<file path="src/fhrd_pkg.sv">
// package: constants and types for the floppy host register decode
// Summary of operation
// every host register is one byte wide
// accept programmed i/o and dma accesses
// config port at 3f0/3f1 or 370/371, write-only
// blocks disabled at power-up until base set
// config writes only in config state
// one bit picks normal or enhanced floppy mode
// interface and floppy modes chosen independently
// both select bits high gives at-compatible set
// ident low, encoding high gives enhanced-bus set
// both select bits low gives compact-model set
// decode eight base offsets, read/write split
// first status readable except at-compatible mode
// bit 0 step direction, reset zero
// bit 1 write protect low, forced by config
// bit 2 index input active low
// bit 3 head side, reset zero
// bit 4 track zero low, bit 5 step
// bit 6 second drive low, bit 7 interrupt
// writes to read-only offsets are ignored
package fhrd_pkg;
    localparam logic [9:0] CFG_PRIMARY_ADDR   = 10'h3f0;
    localparam logic [9:0] CFG_SECONDARY_ADDR = 10'h370;
    localparam logic [9:0] FDC_BASE_RESET     = 10'h000;
    localparam logic [2:0] OFS_FIRST_STATUS   = 3'h0;
    localparam logic [2:0] OFS_SECOND_STATUS  = 3'h1;
    localparam logic [2:0] OFS_DRIVE_OUTPUT   = 3'h2;
    localparam logic [2:0] OFS_TAPE_SELECT    = 3'h3;
    localparam logic [2:0] OFS_MAIN_STATUS    = 3'h4;
    localparam logic [2:0] OFS_DATA_QUEUE     = 3'h5;
    localparam logic [2:0] OFS_RESERVED       = 3'h6;
    localparam logic [2:0] OFS_DRIVE_INPUT    = 3'h7;
    // configuration register indices, chosen locally
    localparam logic [7:0] CFG_IDX_MODE       = 8'h03;
    localparam logic [7:0] CFG_IDX_BASE       = 8'h20;
    localparam logic [7:0] CFG_IDX_FORCE_WP   = 8'h17;
    localparam logic [7:0] CFG_ENTER_KEY      = 8'h55;
    localparam logic [7:0] CFG_EXIT_KEY       = 8'haa;
    localparam int         MODE_ENH_FLOPPY_BIT = 0;
    localparam int         MODE_IDENT_BIT      = 1;
    localparam int         MODE_ENCODING_BIT   = 2;
    localparam int         FORCE_WP_BIT        = 0;
    localparam logic [7:0] MODE_RESET         = 8'h06;
    localparam logic [7:0] FORCE_WP_RESET     = 8'h00;
    localparam logic [7:0] BYTE_RESET         = 8'h00;

    typedef enum logic [1:0] {
        FHRD_IF_COMPACT  = 2'b00,
        FHRD_IF_ENHANCED = 2'b01,
        FHRD_IF_AT       = 2'b11
    } fhrd_if_mode_type;

    typedef struct packed {
        logic [9:0] addr;
        logic [7:0] wdata;
        logic       rd;
        logic       wr;
        logic       dack;
    } fhrd_bus_type;

    typedef struct packed {
        logic step_dir;
        logic write_prot_n;
        logic index_pulse_n;
        logic head_side;
        logic track_zero_n;
        logic step;
        logic second_drive_present_n;
        logic controller_interrupt_out;
    } fhrd_drive_type;
endpackage

</file>
<file path="src/fhrd_cfg.sv">
// configuration port: state entry/exit, index and data registers
`timescale 1ns/1ps
module fhrd_cfg
    import fhrd_pkg::*;
(
    input  wire logic         core_clk_i,
    input  wire logic         reset_n_i,
    input  wire logic         alt_port_i,
    input  wire fhrd_bus_type bus_i,
    output logic              cfg_state_o,
    output logic              cfg_hit_o,
    output logic [7:0]        mode_o,
    output logic [7:0]        force_wp_o,
    output logic [9:0]        base_o,
    output logic              enabled_o
);
    typedef struct packed {
        logic       active;
        logic       enter_seen;
        logic [7:0] index;
        logic [7:0] mode;
        logic [7:0] force_wp;
        logic [9:0] base;
        logic       enabled;
    } fhrd_cfg_state_type;

    fhrd_cfg_state_type state_ff;
    fhrd_cfg_state_type nxt_state;
    logic [9:0]         port;
    logic               hit_idx;
    logic               hit_dat;

    assign port    = alt_port_i ? CFG_SECONDARY_ADDR : CFG_PRIMARY_ADDR;
    assign hit_idx = bus_i.addr == port;
    assign hit_dat = bus_i.addr == (port | 10'h001);
    // write-only: reads are never claimed here
    assign cfg_hit_o = bus_i.wr && !bus_i.dack && (hit_idx || hit_dat);

    always_comb begin
        nxt_state = state_ff;
        if (cfg_hit_o && hit_idx) begin
            if (bus_i.wdata == CFG_EXIT_KEY) begin
                nxt_state.active     = 1'b0;
                nxt_state.enter_seen = 1'b0;
            end else if (bus_i.wdata == CFG_ENTER_KEY) begin
                nxt_state.active     = state_ff.enter_seen;
                nxt_state.enter_seen = 1'b1;
            end else begin
                nxt_state.enter_seen = 1'b0;
                nxt_state.index      = bus_i.wdata;
            end
        end
        if (cfg_hit_o && hit_dat && state_ff.active) begin
            case (state_ff.index)
                CFG_IDX_MODE:     nxt_state.mode = bus_i.wdata;
                CFG_IDX_FORCE_WP: nxt_state.force_wp = bus_i.wdata;
                CFG_IDX_BASE: begin
                    nxt_state.base    = {bus_i.wdata, 2'b00};
                    nxt_state.enabled = 1'b1;
                end
                default: ;
            endcase
        end
    end

    always_ff @(posedge core_clk_i or negedge reset_n_i) begin
        if (!reset_n_i) begin
            state_ff <= '{active: 1'b0, enter_seen: 1'b0, index: BYTE_RESET, mode: MODE_RESET,
                          force_wp: FORCE_WP_RESET, base: FDC_BASE_RESET, enabled: 1'b0};
        end else begin
            state_ff <= nxt_state;
        end
    end

    assign cfg_state_o = state_ff.active;
    assign mode_o      = state_ff.mode;
    assign force_wp_o  = state_ff.force_wp;
    assign base_o      = state_ff.base;
    assign enabled_o   = state_ff.enabled;
endmodule

</file>
<file path="src/fhrd_top.sv">
// floppy host register decode: mode select, offset decode, first status
`timescale 1ns/1ps
module fhrd_top
    import fhrd_pkg::*;
(
    input  wire logic           core_clk_i,
    input  wire logic           reset_n_i,
    input  wire logic           alt_port_i,
    input  wire fhrd_bus_type   bus_i,
    input  wire fhrd_drive_type drive_i,
    input  wire logic           write_protect_in_n_i,
    input  wire logic [7:0]     main_status_i,
    input  wire logic [7:0]     data_queue_rd_i,
    input  wire logic [7:0]     drive_input_status_i,
    input  wire logic [7:0]     second_status_i,
    input  wire logic           transfer_request_i,
    input  wire logic           terminal_count_i,
    input  wire logic           density_select_i,
    output logic [7:0]          rdata_o,
    output logic                rdata_oe_o,
    output logic                fdc_write_o,
    output logic [2:0]          fdc_offset_o,
    output logic [7:0]          fdc_wdata_o,
    output logic [7:0]          drive_output_control_o,
    output logic [7:0]          tape_drive_select_o,
    output logic [7:0]          rate_select_o,
    output logic [7:0]          rate_control_o,
    output logic                enhanced_floppy_o,
    output logic [1:0]          interface_mode_o,
    output logic                transfer_request_out_o,
    output logic                transfer_request_oe_o,
    output logic                controller_interrupt_out_o,
    output logic                controller_interrupt_oe_o,
    output logic                terminal_count_in_o,
    output logic                density_select_out_o
);
    typedef struct packed {
        logic [7:0] rdata;
        logic       rdata_oe;
        logic       fdc_write;
        logic [2:0] offset;
        logic [7:0] wdata;
        logic [7:0] drive_output_control;
        logic [7:0] tape_drive_select;
        logic [7:0] rate_select;
        logic [7:0] rate_control;
        logic [7:0] first_status;
    } fhrd_top_state_type;

    fhrd_top_state_type state_ff;
    fhrd_top_state_type nxt_state;
    logic               cfg_state;
    logic               cfg_hit;
    logic [7:0]         mode;
    logic [7:0]         force_wp;
    logic [9:0]         base;
    logic               enabled;
    fhrd_if_mode_type   if_mode;
    logic               fdc_sel;
    logic [2:0]         ofs;
    logic               dma_en;
    logic               wp_n;

    function automatic fhrd_if_mode_type decode_if_mode(input logic [7:0] m);
        case ({m[MODE_IDENT_BIT], m[MODE_ENCODING_BIT]})
            2'b11:   decode_if_mode = FHRD_IF_AT;
            2'b01:   decode_if_mode = FHRD_IF_ENHANCED;
            2'b00:   decode_if_mode = FHRD_IF_COMPACT;
            default: decode_if_mode = FHRD_IF_AT;
        endcase
    endfunction

    fhrd_cfg u_cfg (
        .core_clk_i  (core_clk_i),
        .reset_n_i   (reset_n_i),
        .alt_port_i  (alt_port_i),
        .bus_i       (bus_i),
        .cfg_state_o (cfg_state),
        .cfg_hit_o   (cfg_hit),
        .mode_o      (mode),
        .force_wp_o  (force_wp),
        .base_o      (base),
        .enabled_o   (enabled)
    );

    assign if_mode = decode_if_mode(mode);
    // dma cycles address the data queue directly, so they bypass the base decode
    assign fdc_sel = enabled && (bus_i.dack || (bus_i.addr[9:3] == base[9:3]));
    assign ofs     = bus_i.dack ? OFS_DATA_QUEUE : bus_i.addr[2:0];
    assign dma_en  = state_ff.drive_output_control[3] || (if_mode == FHRD_IF_ENHANCED);
    assign wp_n    = write_protect_in_n_i && !force_wp[FORCE_WP_BIT];

    always_comb begin
        nxt_state           = state_ff;
        nxt_state.fdc_write = 1'b0;
        nxt_state.rdata_oe  = 1'b0;
        nxt_state.first_status = {drive_i.controller_interrupt_out, drive_i.second_drive_present_n,
                                  drive_i.step, drive_i.track_zero_n,
                                  drive_i.head_side,
                                  drive_i.index_pulse_n,
                                  wp_n,
                                  drive_i.step_dir};
        if (fdc_sel && bus_i.wr && !cfg_hit) begin
            nxt_state.offset = ofs;
            nxt_state.wdata  = bus_i.wdata;
            case (ofs)
                OFS_DRIVE_OUTPUT: begin
                    nxt_state.drive_output_control = bus_i.wdata;
                    nxt_state.fdc_write            = 1'b1;
                end
                OFS_TAPE_SELECT: begin
                    nxt_state.tape_drive_select = bus_i.wdata;
                    nxt_state.fdc_write         = 1'b1;
                end
                OFS_MAIN_STATUS: begin
                    nxt_state.rate_select = bus_i.wdata;
                    nxt_state.fdc_write   = 1'b1;
                end
                OFS_DATA_QUEUE:  nxt_state.fdc_write = 1'b1;
                OFS_DRIVE_INPUT: begin
                    nxt_state.rate_control = bus_i.wdata;
                    nxt_state.fdc_write    = 1'b1;
                end
                default: ;
            endcase
        end
        if (fdc_sel && bus_i.rd) begin
            nxt_state.offset   = ofs;
            nxt_state.rdata_oe = 1'b1;
            case (ofs)
                OFS_FIRST_STATUS: begin
                    nxt_state.rdata    = state_ff.first_status;
                    nxt_state.rdata_oe = (if_mode != FHRD_IF_AT);
                end
                OFS_SECOND_STATUS: nxt_state.rdata = second_status_i;
                OFS_DRIVE_OUTPUT:  nxt_state.rdata = state_ff.drive_output_control;
                OFS_TAPE_SELECT:   nxt_state.rdata = state_ff.tape_drive_select;
                OFS_MAIN_STATUS:   nxt_state.rdata = main_status_i;
                OFS_DATA_QUEUE:    nxt_state.rdata = data_queue_rd_i;
                OFS_DRIVE_INPUT:   nxt_state.rdata = drive_input_status_i;
                default: begin
                    nxt_state.rdata    = BYTE_RESET;
                    nxt_state.rdata_oe = 1'b0;
                end
            endcase
        end
    end

    always_ff @(posedge core_clk_i or negedge reset_n_i) begin
        if (!reset_n_i) begin
            state_ff <= '{rdata: BYTE_RESET, rdata_oe: 1'b0, fdc_write: 1'b0, offset: OFS_FIRST_STATUS,
                          wdata: BYTE_RESET, drive_output_control: BYTE_RESET, tape_drive_select: BYTE_RESET,
                          rate_select: BYTE_RESET, rate_control: BYTE_RESET, first_status: BYTE_RESET};
        end else begin
            state_ff <= nxt_state;
        end
    end

    assign rdata_o                    = state_ff.rdata;
    assign rdata_oe_o                 = state_ff.rdata_oe;
    assign fdc_write_o                = state_ff.fdc_write;
    assign fdc_offset_o               = state_ff.offset;
    assign fdc_wdata_o                = state_ff.wdata;
    assign drive_output_control_o     = state_ff.drive_output_control;
    assign tape_drive_select_o        = state_ff.tape_drive_select;
    assign rate_select_o              = state_ff.rate_select;
    assign rate_control_o             = state_ff.rate_control;
    assign enhanced_floppy_o          = mode[MODE_ENH_FLOPPY_BIT];
    assign interface_mode_o           = if_mode;
    // pins float in at and compact modes while dma is disabled
    assign transfer_request_out_o     = transfer_request_i;
    assign transfer_request_oe_o      = dma_en;
    assign controller_interrupt_out_o = drive_i.controller_interrupt_out;
    assign controller_interrupt_oe_o  = dma_en;
    assign terminal_count_in_o        = (if_mode == FHRD_IF_ENHANCED) ? !terminal_count_i : terminal_count_i;
    assign density_select_out_o       = (if_mode == FHRD_IF_AT) ? density_select_i : !density_select_i;
endmodule

</file>
<file path="config.mk">
export PLATFORM = sky130hd
export DESIGN_NAME = fhrd_top
export DESIGN_NICKNAME = d
export VERILOG_FILES = /design/src/fhrd_pkg.sv /design/src/fhrd_cfg.sv /design/src/fhrd_top.sv
export SDC_FILE = /design/constraint.sdc
export NUM_CORES = 1
export LEC_CHECK = 0
export BUFFER_PORTS_ARGS = -buffer_cell sky130_fd_sc_hd__buf_2
export CELL_PAD_IN_SITES_DETAIL_PLACEMENT = 1
export CELL_PAD_IN_SITES_GLOBAL_PLACEMENT = 1
export CORE_MARGIN = 1.5
export CORE_UTILIZATION = 36
export DETAILED_ROUTE_END_ITERATION = 10
export PLACE_DENSITY_LB_ADDON = 0.1
export SETUP_SLACK_MARGIN = 0.15
export SLEW_MARGIN = 20
export SYNTH_ARGS = -nofsm -noshare
export SYNTH_HDL_FRONTEND = slang
export SYNTH_SLANG_ARGS = --single-unit
</file>
<file path="constraint.sdc">
create_clock -name core_clk_i -period 1.9 [get_ports core_clk_i]
set_clock_uncertainty 0.1 [all_clocks]
set_input_delay 0.38 -clock core_clk_i [delete_from_list [all_inputs] [get_ports core_clk_i]]
set_output_delay 0.38 -clock core_clk_i [all_outputs]
set_load 0.02 [all_outputs]
</file>
Word-level counts from Yosys, hierarchy flattened --
Index checks and enable logic that the tools add are counted. W data, S select, Z words.
Storage, ports and cells: input port bits 68, bits in registers 84, output and inout bits 62
Cells by class: multiplexer cells 18, reduce and logical (&&, ||, !) cells 33, bitwise operators 2, equality and inequality tests 18
Operators with widths (number):
- $pmux W8 S7 | 1
- $mux W44 | 1
- $mux W8 | 5
- $eq A10 B10 Y1 | 2
- $reduce_and A2 Y1 | 8
- $logic_and A1 B1 Y1 | 10
- $eq A3 B3 Y1 const B | 3
- $eq A8 B2 Y1 const B | 1
- $eq A8 B5 Y1 const B | 1
- $eq A8 B6 Y1 const B | 1
- $eq A8 B7 Y1 const B | 1
- $eq A8 B8 Y1 const B | 1
- $eq A7 B7 Y1 | 1
- $eq A3 B2 Y1 const B | 2
- $mux W1 | 6
- $mux W3 | 2
- $reduce_or A6 Y1 | 1
- $logic_not A1 Y1 | 5
- $reduce_or A5 Y1 | 1
- $eq A2 B1 Y1 const B | 2
- $pmux W2 S2 | 1
- $reduce_bool A2 Y1 | 2
- $eq A3 B1 Y1 const B | 1
- $logic_not A3 Y1 | 1
- 8 further kinds | 11

Longest topological paths before layout --
Gate-level depths: netlist of run 1.
depth after elaboration 8, gate-level depth with buffers 8

Cells and area by module --
A second synthesis of run 1 with hierarchy kept.
Unflattened totals: cell total of the unflattened synthesis 435, area, all modules 5162.5 um2
By module, submodules not included:
- fhrd_top | sequential area each 1526.5 um2, times used 1, area an instance 3468.3 um2, cells an instance 305
- fhrd_cfg | sequential area each 878.3 um2, times used 1, area an instance 1694.1 um2, cells an instance 130

Worst setup path after synthesis of run 1 --
Ideal clock, no wire load.
path type input to register, from in bus_i[12] in the netlist's numbering, to reg u_cfg.state_ff[30] in the netlist's numbering, buffers on the path 2, slack -336 ps, required time 1675 ps, stages on the path 7, arrival time 2011 ps, cells stage by stage buf_2 -> and4bb_1 -> nand4_1 -> or3_1 -> buf_2 -> nor3_4 -> mux2_2
On the way: cells in the longest elaborated chain, start to end 5, elaborated cells between the ends (all ways) 6, classes of those cells eq/ne (2); reduce/logical (4)
Ends and longest elaborated chain:
- start, declared | RTL line fhrd_top.sv:9 | input wire fhrd_bus_type bus_i,
- $eq A10 B10 Y1 (on tied branches) | RTL line fhrd_cfg.sv:34, fhrd_cfg.sv:35
- $logic_or A1 B1 Y1 | RTL line fhrd_cfg.sv:37 | assign cfg_hit_o = bus_i.wr && !bus_i.dack && (hit_idx || hit_dat);
- $logic_and A1 B1 Y1 | RTL line fhrd_cfg.sv:37
- $logic_and A1 B1 Y1 * | RTL line fhrd_cfg.sv:41 | if (cfg_hit_o && hit_idx) begin
- $reduce_and A3 Y1 (no line) *
- end signal, assigned | RTL line fhrd_cfg.sv:68 | state_ff <= '{active: 1'b0, enter_seen: 1'b0, index: BYTE_RESET, mode: MODE_RESET,
- end signal, assigned | RTL line fhrd_cfg.sv:71 | state_ff <= nxt_state;
- end, declared | RTL line fhrd_cfg.sv:27 | fhrd_cfg_state_type state_ff;
Every way passes the cells marked *; elsewhere a longest branch is shown, timed or not. A chain may end at the register's enable or synchronous reset.

Final worst setup path of run 1 --
from reg u_cfg.state_ff[33] in the netlist's numbering, to reg u_cfg.state_ff, in the netlist u_cfg.base_o[9]
On the way: cells in the longest elaborated chain, start to end 2
Ends and longest elaborated chain:
- $eq A8 B6 Y1 | RTL line fhrd_cfg.sv:54 | case (state_ff.index)
- $reduce_and A2 Y1 (no line)
Every way passes these cells.

==> flow_metrics.env, run 1 <==
export IMPL_start_kind="flop"
export IMPL_overflow=0
export IMPL_route_vias_total=3307
export IMPL_path_class="reg -> reg"
export IMPL_clockRootBuffer="clkbuf_16"
export IMPL_holdPathStages=1
export IMPL_critPathMaxFanout=8
export IMPL_clk_latency_ps=340
export IMPL_synth_net_count=437
export IMPL_grt_usage_pct=21.5
export IMPL_finalMaxSlewViolations=0
export IMPL_wl_um=13200
export IMPL_grt_max_degree=50
export IMPL_routed_via_density=5.00
export IMPL_nets=581
export IMPL_ff2ff_setup_slack_ps=-80
export IMPL_numCtsBuffers=9
export IMPL_cts_tree="built"
export IMPL_ys_types=49
export IMPL_wl_per_cell_um=20.0
export IMPL_violations="design-rule violations, negative setup slack"
export IMPL_layout_setup_ws_ps=-79.5
export IMPL_synth_edf_count=0
export IMPL_yosysTopAreaCell="dfrtp_1"
export IMPL_grt_pass1_vias=3645
export IMPL_place_congestion=0.865
export IMPL_drt_iter0_markers=92
export IMPL_h_tree_depth=3
export IMPL_yosysWarnings=0
export IMPL_fin_cells=661
export IMPL_dp_hpwl_um=9460
export IMPL_syn_avg_cell_area_sq_um=11.7
export IMPL_cts_max_path_buffers=2
export IMPL_dr_wl_met2_um=6840
export IMPL_final_hold_violation_count=0
export IMPL_synth_top_cell_area_share_pct=47.0
export IMPL_drc=2
export IMPL_crit_path_end_kind="flop"
export IMPL_cts_sinks=83
export IMPL_syn_inst=369
export IMPL_hold_path_class="in -> reg"
export IMPL_final_cell_mix="118 x buf_2, 81 x dfrtp_1, 62 x buf_4"
export IMPL_p_leak_nw=3.25
export IMPL_worstMarginPinSlew_ps=423
export IMPL_synth_ff_type="dfrtp_1"
export IMPL_synth_area_top_cells="dfrtp_1 47%, mux2_2 19%, buf_4 9.4%"
export IMPL_synth_area_sq_um=4310
export IMPL_fin_crit_sh_pct=104
export IMPL_postLayoutCoreUtil_pct=53.2
export IMPL_dr_pass1_iters=9
export IMPL_wirelength_met1_um=5690
export IMPL_grt_pass1_wl_um=20500
export IMPL_final_common_cell="buf_2"
export IMPL_maxCapViolations=0
export IMPL_ant_nets=0
export IMPL_top_layer_used="met4"
export IMPL_rsz0062_at_grt="yes"
export IMPL_portBuffers=126
export IMPL_setup_viol=35
export IMPL_power_density_nw_per_um2=618
export IMPL_ys_ff_latch=83
export IMPL_placedCellCount=626
export IMPL_syn2layout_area_growth_pct=42.6
export IMPL_hold_slack_ps=40.4
export IMPL_ys_async_sr_fraction_pct=100
export IMPL_relSlewSlack_pct=71.6
export IMPL_num_io_pins=130
export IMPL_fill_cells=1232
export IMPL_die_x_um=112
export IMPL_required_ps=2030
export IMPL_yosysSeqAreaShare_pct=48.2
export IMPL_fmax_mhz=505
export IMPL_initial_core_util_pct=37.3
export IMPL_die_area_sq_um=12600
export IMPL_antenna_found_initial=0
export IMPL_fp_coreArea_sq_um=11600
export IMPL_dpl_worst_slack_ps=-411
export IMPL_diodes=0
export IMPL_dr_wl_met3_um=455
export IMPL_die_h_um=112
export IMPL_post_route_min_period_ps=1980
export IMPL_reg2regPathDepth=5
export IMPL_path_clk_slew_ps=60
export IMPL_final_layout_size_suffix_gt1_share_pct=63.9
export IMPL_rows=39
export IMPL_worstPathArrival_ps=2110
export IMPL_peakVddDrop_uv=356
export IMPL_status="finished, violations left"
-- cells in the mapped netlist, types with 4 or more instances --
library cell and count:
clkbuf_1 11, mux2_2 73, a32o_1 4, a221oi_1 6
nor2_1 13, inv_1 9, nor2b_1 7, buf_4 54
nand3_1 7, buf_2 4, xnor2_1 9, a21oi_1 7
o21ai_0 6, mux2i_1 6, nand2b_1 4, dfrtp_1 81
nor3_1 5, nand2_1 12
-- per-stage QoR --
step | area [sq um] | setup TNS, ps | total power, mW
floorplan | 4590 | -3480 | 1.97
global placement | 5360 | -14070 | 2.20
detailed placement | 5360 | -15830 | 2.21
CTS | 5930 | -457 | 3.83
global route | 6150 | -3920 | 3.96
finish | 6150 | -1010 | 3.80
-- critical path: stages (launching register included) --
cell and delay [ps]:
dfrtp_1 390, nor3_2 200, nand3_1 130, or3_1 350
or3_4 410, mux2_2 300
-- path summary, 6_finish.rpt --
check / start / to
max in group asynchronous: reset_n_i / rate_control_o[7]
min in group asynchronous: reset_n_i / tape_drive_select_o[2]
min reg2reg: u_cfg.force_wp_o[0] / state_ff[1]
min: drive_i[2] / state_ff[5]
max: u_cfg.state_ff[33] / u_cfg.base_o[9]
max reg2reg: u_cfg.state_ff[33] / u_cfg.base_o[9]
-- report_power, final --
group / leakage [nW] / switching (mW) / internal, mW
combinational: 2.02 / 0.223 / 0.201
sequential: 1.10 / 0.00436 / 1.78
clock: 0.131 / 0.719 / 0.879
total: 3.25 / 0.946 / 2.86
-- per-layer routing --
| layer | track usage [%] | vias up |
|---|---|---|
| met1 | 27.0 | 1669 |
| li1 | - | 1542 |
| met2 | 37.1 | 79 |
| met4 | 6.84 | 0 |
| met5 | 0 | - |
| met3 | 4.64 | 17 |
-- state kept, by name, indices dropped and copies added (netlist names) --
| signal | cells |
|---|---|
| rdata_o | 8 |
| fdc_offset_o | 3 |
| fdc_wdata_o | 8 |
| u_cfg.state_ff | 9 |
| u_cfg.mode_o | 3 |
| u_cfg.base_o | 7 |
| rate_control_o | 8 |
| drive_output_control_o | 8 |
| u_cfg.enabled_o | 1 |
| u_cfg.force_wp_o | 1 |
| rate_select_o | 8 |
| fdc_write_o | 1 |
| tape_drive_select_o | 8 |
| u_cfg.cfg_state_o | 1 |
| rdata_oe_o | 1 |
| state_ff | 8 |
-- layout make-up --
cell class / count / area (sq um) / area share [%]
Multi-Input combinational cell: 206 / 2220 / 36.1
Sequential cell: 83 / 2080 / 33.8
Timing Repair Buffer: 204 / 1370 / 22.3
Clock buffer: 9 / 225 / 3.66
Tap cell: 143 / 179 / 2.91
Clock inverter: 7 / 43.8 / 0.712
Inverter: 9 / 33.8 / 0.549
-- what timing repair did --
action / in CTS / in global routing
hold endpoints to repair: 9 / 0
buffers inserted: 10 / 7
hold buffers: 1 / 0
gates resized for setup: 45 / 36
pin swaps: 17 / 12
gates cloned: 0 / 1
endpoints found under the setup margin: 63 / 79
-- cell families (layout without fill, tap and decap cells) --
group	count (synthesis)	count (layout)	share of synthesized area, %
XOR/XNOR	10	10	2.03
AND/OR/NAND/NOR	73	74	9.83
AO/OA/AOI/OAI	42	42	7.08
multiplexers	80	80	21.0
flip-flops	83	83	48.2
buffers and inverters	81	229	11.9
Note: power is estimated with default switching activity, not from simulation.
==> run 2, diff against run 1 <==
Settings changed: CELL_PAD_IN_SITES_DETAIL_PLACEMENT 1 to 0.
==> flow_metrics.env, run 2 (same netlist as run 1, synthesis figures left out) <==
export IMPL_fin_crit_sh_pct=104
export IMPL_ff2ff_setup_slack_ps=-80
export IMPL_grt_pass1_vias=3434
export IMPL_min_delay_start="drive_i[1]"
export IMPL_numCtsBuffers=9
export IMPL_dpl_worst_slack_ps=-419
export IMPL_routed_via_density=4.98
export IMPL_grt_busiest_layer="met2"
export IMPL_finalMaxSlewViolations=0
export IMPL_h_tree_depth=3
export IMPL_initial_core_util_pct=37.3
export IMPL_dp_hpwl_um=8890
export IMPL_rows=39
export IMPL_power_density_nw_per_um2=647
export IMPL_nets=574
export IMPL_placed_cell_area_sq_um=5360
export IMPL_path_clk_slew_ps=60
export IMPL_drc=8
export IMPL_maxCapViolations=0
export IMPL_post_route_min_period_ps=1980
export IMPL_cts_max_path_buffers=2
export IMPL_wl_um=12200
export IMPL_hold_path_class="in -> reg"
export IMPL_diodes=0
export IMPL_overflow=0
export IMPL_num_io_pins=130
export IMPL_wl_per_cell_um=18.6
export IMPL_antenna_found_initial=0
export IMPL_die_x_um=112
export IMPL_worstMarginPinSlew_ps=398
export IMPL_met3_usage_pct=4.59
export IMPL_layout_setup_ws_ps=-79.9
export IMPL_peakVddDrop_uv=419
export IMPL_place_congestion=0.865
export IMPL_start_kind="flop"
export IMPL_fmax_mhz=505
export IMPL_reg2regPathDepth=5
export IMPL_largest_register_ffs=9
export IMPL_p_leak_nw=3.22
export IMPL_final_area_sq_um=6090
export IMPL_clockRootBuffer="clkbuf_16"
export IMPL_crit_path_end_kind="flop"
export IMPL_violations="design-rule violations, negative setup slack"
export IMPL_relSlewSlack_pct=73.3
export IMPL_portBuffers=126
export IMPL_final_layout_size_suffix_gt1_share_pct=63.6
export IMPL_r2r_start="u_cfg.state_ff[30]"
export IMPL_dr_pass1_iters=7
export IMPL_rsz0062_at_grt="yes"
export IMPL_grt_usage_pct=20.0
export IMPL_required_ps=2020
export IMPL_drt_iter0_markers=128
export IMPL_ant_nets=0
export IMPL_rr_endpoint="u_cfg.base_o[8]"
export IMPL_clk_latency_ps=340
export IMPL_crit_path_start="u_cfg.state_ff[30]"
export IMPL_final_common_cell="buf_2"
export IMPL_cts_tree="built"
export IMPL_status="finished, violations left"
export IMPL_route_vias_total=3254
export IMPL_worstPathArrival_ps=2100
export IMPL_met2_usage_pct=33.2
export IMPL_critPathMaxFanout=8
export IMPL_grt_pass1_wl_um=19200
export IMPL_final_cell_mix="118 x buf_2, 81 x dfrtp_1, 58 x buf_4"
export IMPL_path_class="reg -> reg"
export IMPL_die_h_um=112
export IMPL_cp_endpoint="u_cfg.base_o[8]"
export IMPL_die_area_sq_um=12600
export IMPL_final_hold_violation_count=0
export IMPL_fp_coreArea_sq_um=11600
export IMPL_global_route_usage_met1_pct=26.3
export IMPL_cts_sinks=83
export IMPL_largest_register="u_cfg.state_ff"
export IMPL_syn2layout_area_growth_pct=41.2
export IMPL_grt_max_degree=50
export IMPL_setup_viol=10
[run 2: cell types whose count changed in the layout (fill, tap and decap cells not counted), moves of 2 or more]
| cell | delta |
|---|---|
| clkbuf_8 | +3 |
| buf_4 | -4 |
| buf_6 | -2 |
| o2bb2ai_4 | -2 |
| o2bb2ai_2 | +2 |
| clkinv_2 | -4 |
[run 2: repair_timing]
item	in CTS	in global routing
setup endpoints to repair	62	77
hold endpoints to repair	13	0
hold buffers	1	0
setup buffers	5	5
cloned	0	1
resized for setup	42	33
pin swaps	16	11
[run 2: how the worst min path moves through the flow]
stage                                           end  cells after the start
final                                   state_ff[6]                      1
after global routing                    state_ff[6]                      1
after CTS                               state_ff[3]                      1
after detailed placement             fdc_wdata_o[2]                      1
after global placement               fdc_wdata_o[5]                      1
after floorplan           drive_output_control_o[0]                      0
[run 2: cell type report]
type,count,area [sq um]
fillers,1051,5470
multi-input cells,206,2200
flip-flops and latches,83,2080
repair buffers,197,1300
clock buffers,12,267
well taps,143,179
inverters,9,33.8
clock inverters,4,32.5
[run 2: routing by layer]
layer / part of all wire (%) / routed length (um) / up-vias
met1: 45 / 5500 / 1641
met5: 0 / 0 / -
met2: 50 / 6050 / 71
met4: 1.1 / 130 / 0
met3: 3.9 / 470 / 12
li1: - / - / 1530
[run 2: worst max-delay path, stage by stage, from the launching register on]
cell	delay (ps)
dfrtp_1	390
nor3_2	200
nand3_1	130
or3_4	350
or3_4	400
mux2_2	290
[run 2: where the power goes]
group | internal, mW | total, mW | switching, mW
sequential | 1.78 | 1.78 | 0.00436
clock | 1.00 | 1.74 | 0.744
combinational | 0.196 | 0.412 | 0.216
[run 2: per-stage QoR]
stage	utilization [%]	power, mW	cells	setup TNS, ps	hold WS, ps
floorplan	-	1.97	369	-3480	-15.6
global placement	46.3	2.20	626	-14070	105
detailed placement	46.3	2.20	626	-16390	104
CTS	51.0	3.97	648	-402	32.2
global route	52.7	4.09	654	-2070	34.8
finish	52.7	3.94	654	-648	42.7
==> run 3, diff against run 2 <==
Settings changed: CAP_MARGIN set to 20, CORE_UTILIZATION 36 to 38, SYNTH_HIERARCHICAL set to 1.
==> flow_metrics.env, run 3 <==
export IMPL_status="finished, violations left"
export IMPL_violations="negative setup slack"
export IMPL_clk_latency_ps=340
export IMPL_routed_via_density=4.99
export IMPL_syn_inst=393
export IMPL_diodes=0
export IMPL_start_kind="primary input"
export IMPL_postLayoutCoreUtil_pct=52.5
export IMPL_drc=0
export IMPL_dp_hpwl_um=9410
export IMPL_fill_cells=1063
export IMPL_crit_path_end_kind="flop"
export IMPL_dr_pass1_iters=4
export IMPL_reg2regPathDepth=5
export IMPL_path_class="in -> reg"
export IMPL_cts_tree="built"
export IMPL_antenna_found_initial=0
export IMPL_setup_viol=65
export IMPL_numCtsBuffers=9
export IMPL_setup_tns_ps=-25610
export IMPL_power_density_nw_per_um2=631
export IMPL_die_x_um=113
export IMPL_final_common_cell="buf_2"
export IMPL_maxCapViolations=0
export IMPL_h_tree_depth=3
export IMPL_die_area_sq_um=12700
export IMPL_fin_cells=686
export IMPL_fmax_mhz=413
export IMPL_r2r_start="u_cfg/base_o[7]"
export IMPL_min_delay_start="drive_i[1]"
export IMPL_route_vias_total=3420
export IMPL_finalMaxSlewViolations=0
export IMPL_path_clk_slew_ps=70
export IMPL_yosysWarnings=6
export IMPL_critPathMaxFanout=8
export IMPL_relSlewSlack_pct=67.7
export IMPL_final_area_sq_um=6080
export IMPL_clockRootBuffer="clkbuf_16"
export IMPL_placedCellCount=657
export IMPL_fp_coreArea_sq_um=11600
export IMPL_crit_path_start="bus_i[0]"
export IMPL_synth_area_sq_um=4570
export IMPL_rsz0062_at_grt="yes"
export IMPL_worstMarginPinSlew_ps=484
export IMPL_peakVddDrop_uv=511
export IMPL_grt_pass1_vias=3674
export IMPL_largest_register_ffs=9
export IMPL_portBuffers=126
export IMPL_cts_max_path_buffers=2
export IMPL_syn2layout_area_growth_pct=32.8
export IMPL_worstPathArrival_ps=2550
export IMPL_hold_path_class="in -> reg"
export IMPL_hold_slack_ps=35.6
export IMPL_grt_usage_pct=20.8
export IMPL_syn_avg_cell_area_sq_um=11.6
export IMPL_rows=39
export IMPL_initial_core_util_pct=39.6
export IMPL_final_cell_mix="119 x buf_2, 81 x dfrtp_1, 81 x buf_4"
export IMPL_num_io_pins=130
export IMPL_drt_iter0_markers=158
export IMPL_largest_register="u_cfg/state_ff"
export IMPL_grt_max_degree=35
export IMPL_nets=606
export IMPL_synth_net_count=461
export IMPL_dpl_worst_slack_ps=-1030
export IMPL_holdPathStages=1
export IMPL_fin_crit_sh_pct=127
export IMPL_placed_cell_area_sq_um=5470
export IMPL_overflow=0
export IMPL_place_congestion=0.799
export IMPL_layout_setup_ws_ps=-521
export IMPL_final_hold_violation_count=0
export IMPL_required_ps=2030
export IMPL_die_h_um=113
export IMPL_post_route_min_period_ps=2420
export IMPL_wl_um=12600
export IMPL_multiInputGateArea_sq_um=2120
export IMPL_cts_sinks=83
export IMPL_p_leak_nw=3.17
export IMPL_ant_nets=0
export IMPL_ff_latch_area_sq_um=2080
export IMPL_final_layout_size_suffix_gt1_share_pct=60.0
export IMPL_wl_per_cell_um=18.4
export IMPL_power_mw=3.83
export IMPL_grt_pass1_wl_um=20100
run 3: worst paths after layout:
kind / slack (ps) / endpoint
max: -520 / tape_drive_select_o[0]
min: 40 / state_ff[6]
max reg2reg: -90 / rate_control_o[6]
min reg2reg: 320 / state_ff[1]
max in group asynchronous: 670 / state_ff[5]
min in group asynchronous: 440 / fdc_offset_o[2]
run 3: timing repair:
action | in CTS | in global routing
buffers inserted | 9 | 2
endpoints found under the hold margin | 29 | 0
hold buffers | 1 | 0
gates resized for setup | 46 | 10
pin swaps | 11 | 9
cloned | 1 | 0
setup endpoints to repair | 77 | 80
run 3: critical path, cell delays in order:
cell      delay, ps
buf_6            90
or4_1           510
or4_4           530
clkinv_4         60
buf_4           120
nor2b_1          60
nand3_1         120
o21ai_4         120
buf_12          150
nand2_8          90
mux2_4          300
run 3: power by group:
group	internal (mW)	switching, mW	leakage [nW]
Sequential	1.78	0.00441	1.13
Clock	0.929	0.699	0.130
Combinational	0.200	0.220	1.91
run 3: final cells by class:
type / instances / area share, %
repair buffers: 215 / 23.1
multi-input cells: 225 / 34.8
inverters: 4 / 0.329
clock inverters: 3 / 0.412
flip-flops and latches: 83 / 34.2
clock buffers: 13 / 4.12
well taps: 143 / 2.94
run 3: metal layers:
layer	global-route usage, %	vias up	part of all wire [%]	wire [um]
li1	-	1656	-	-
met1	27.0	1679	45	5710
met2	34.4	79	49	6180
met3	6.11	6	5.0	635
met4	5.23	0	0.64	81
met5	0	-	0	0
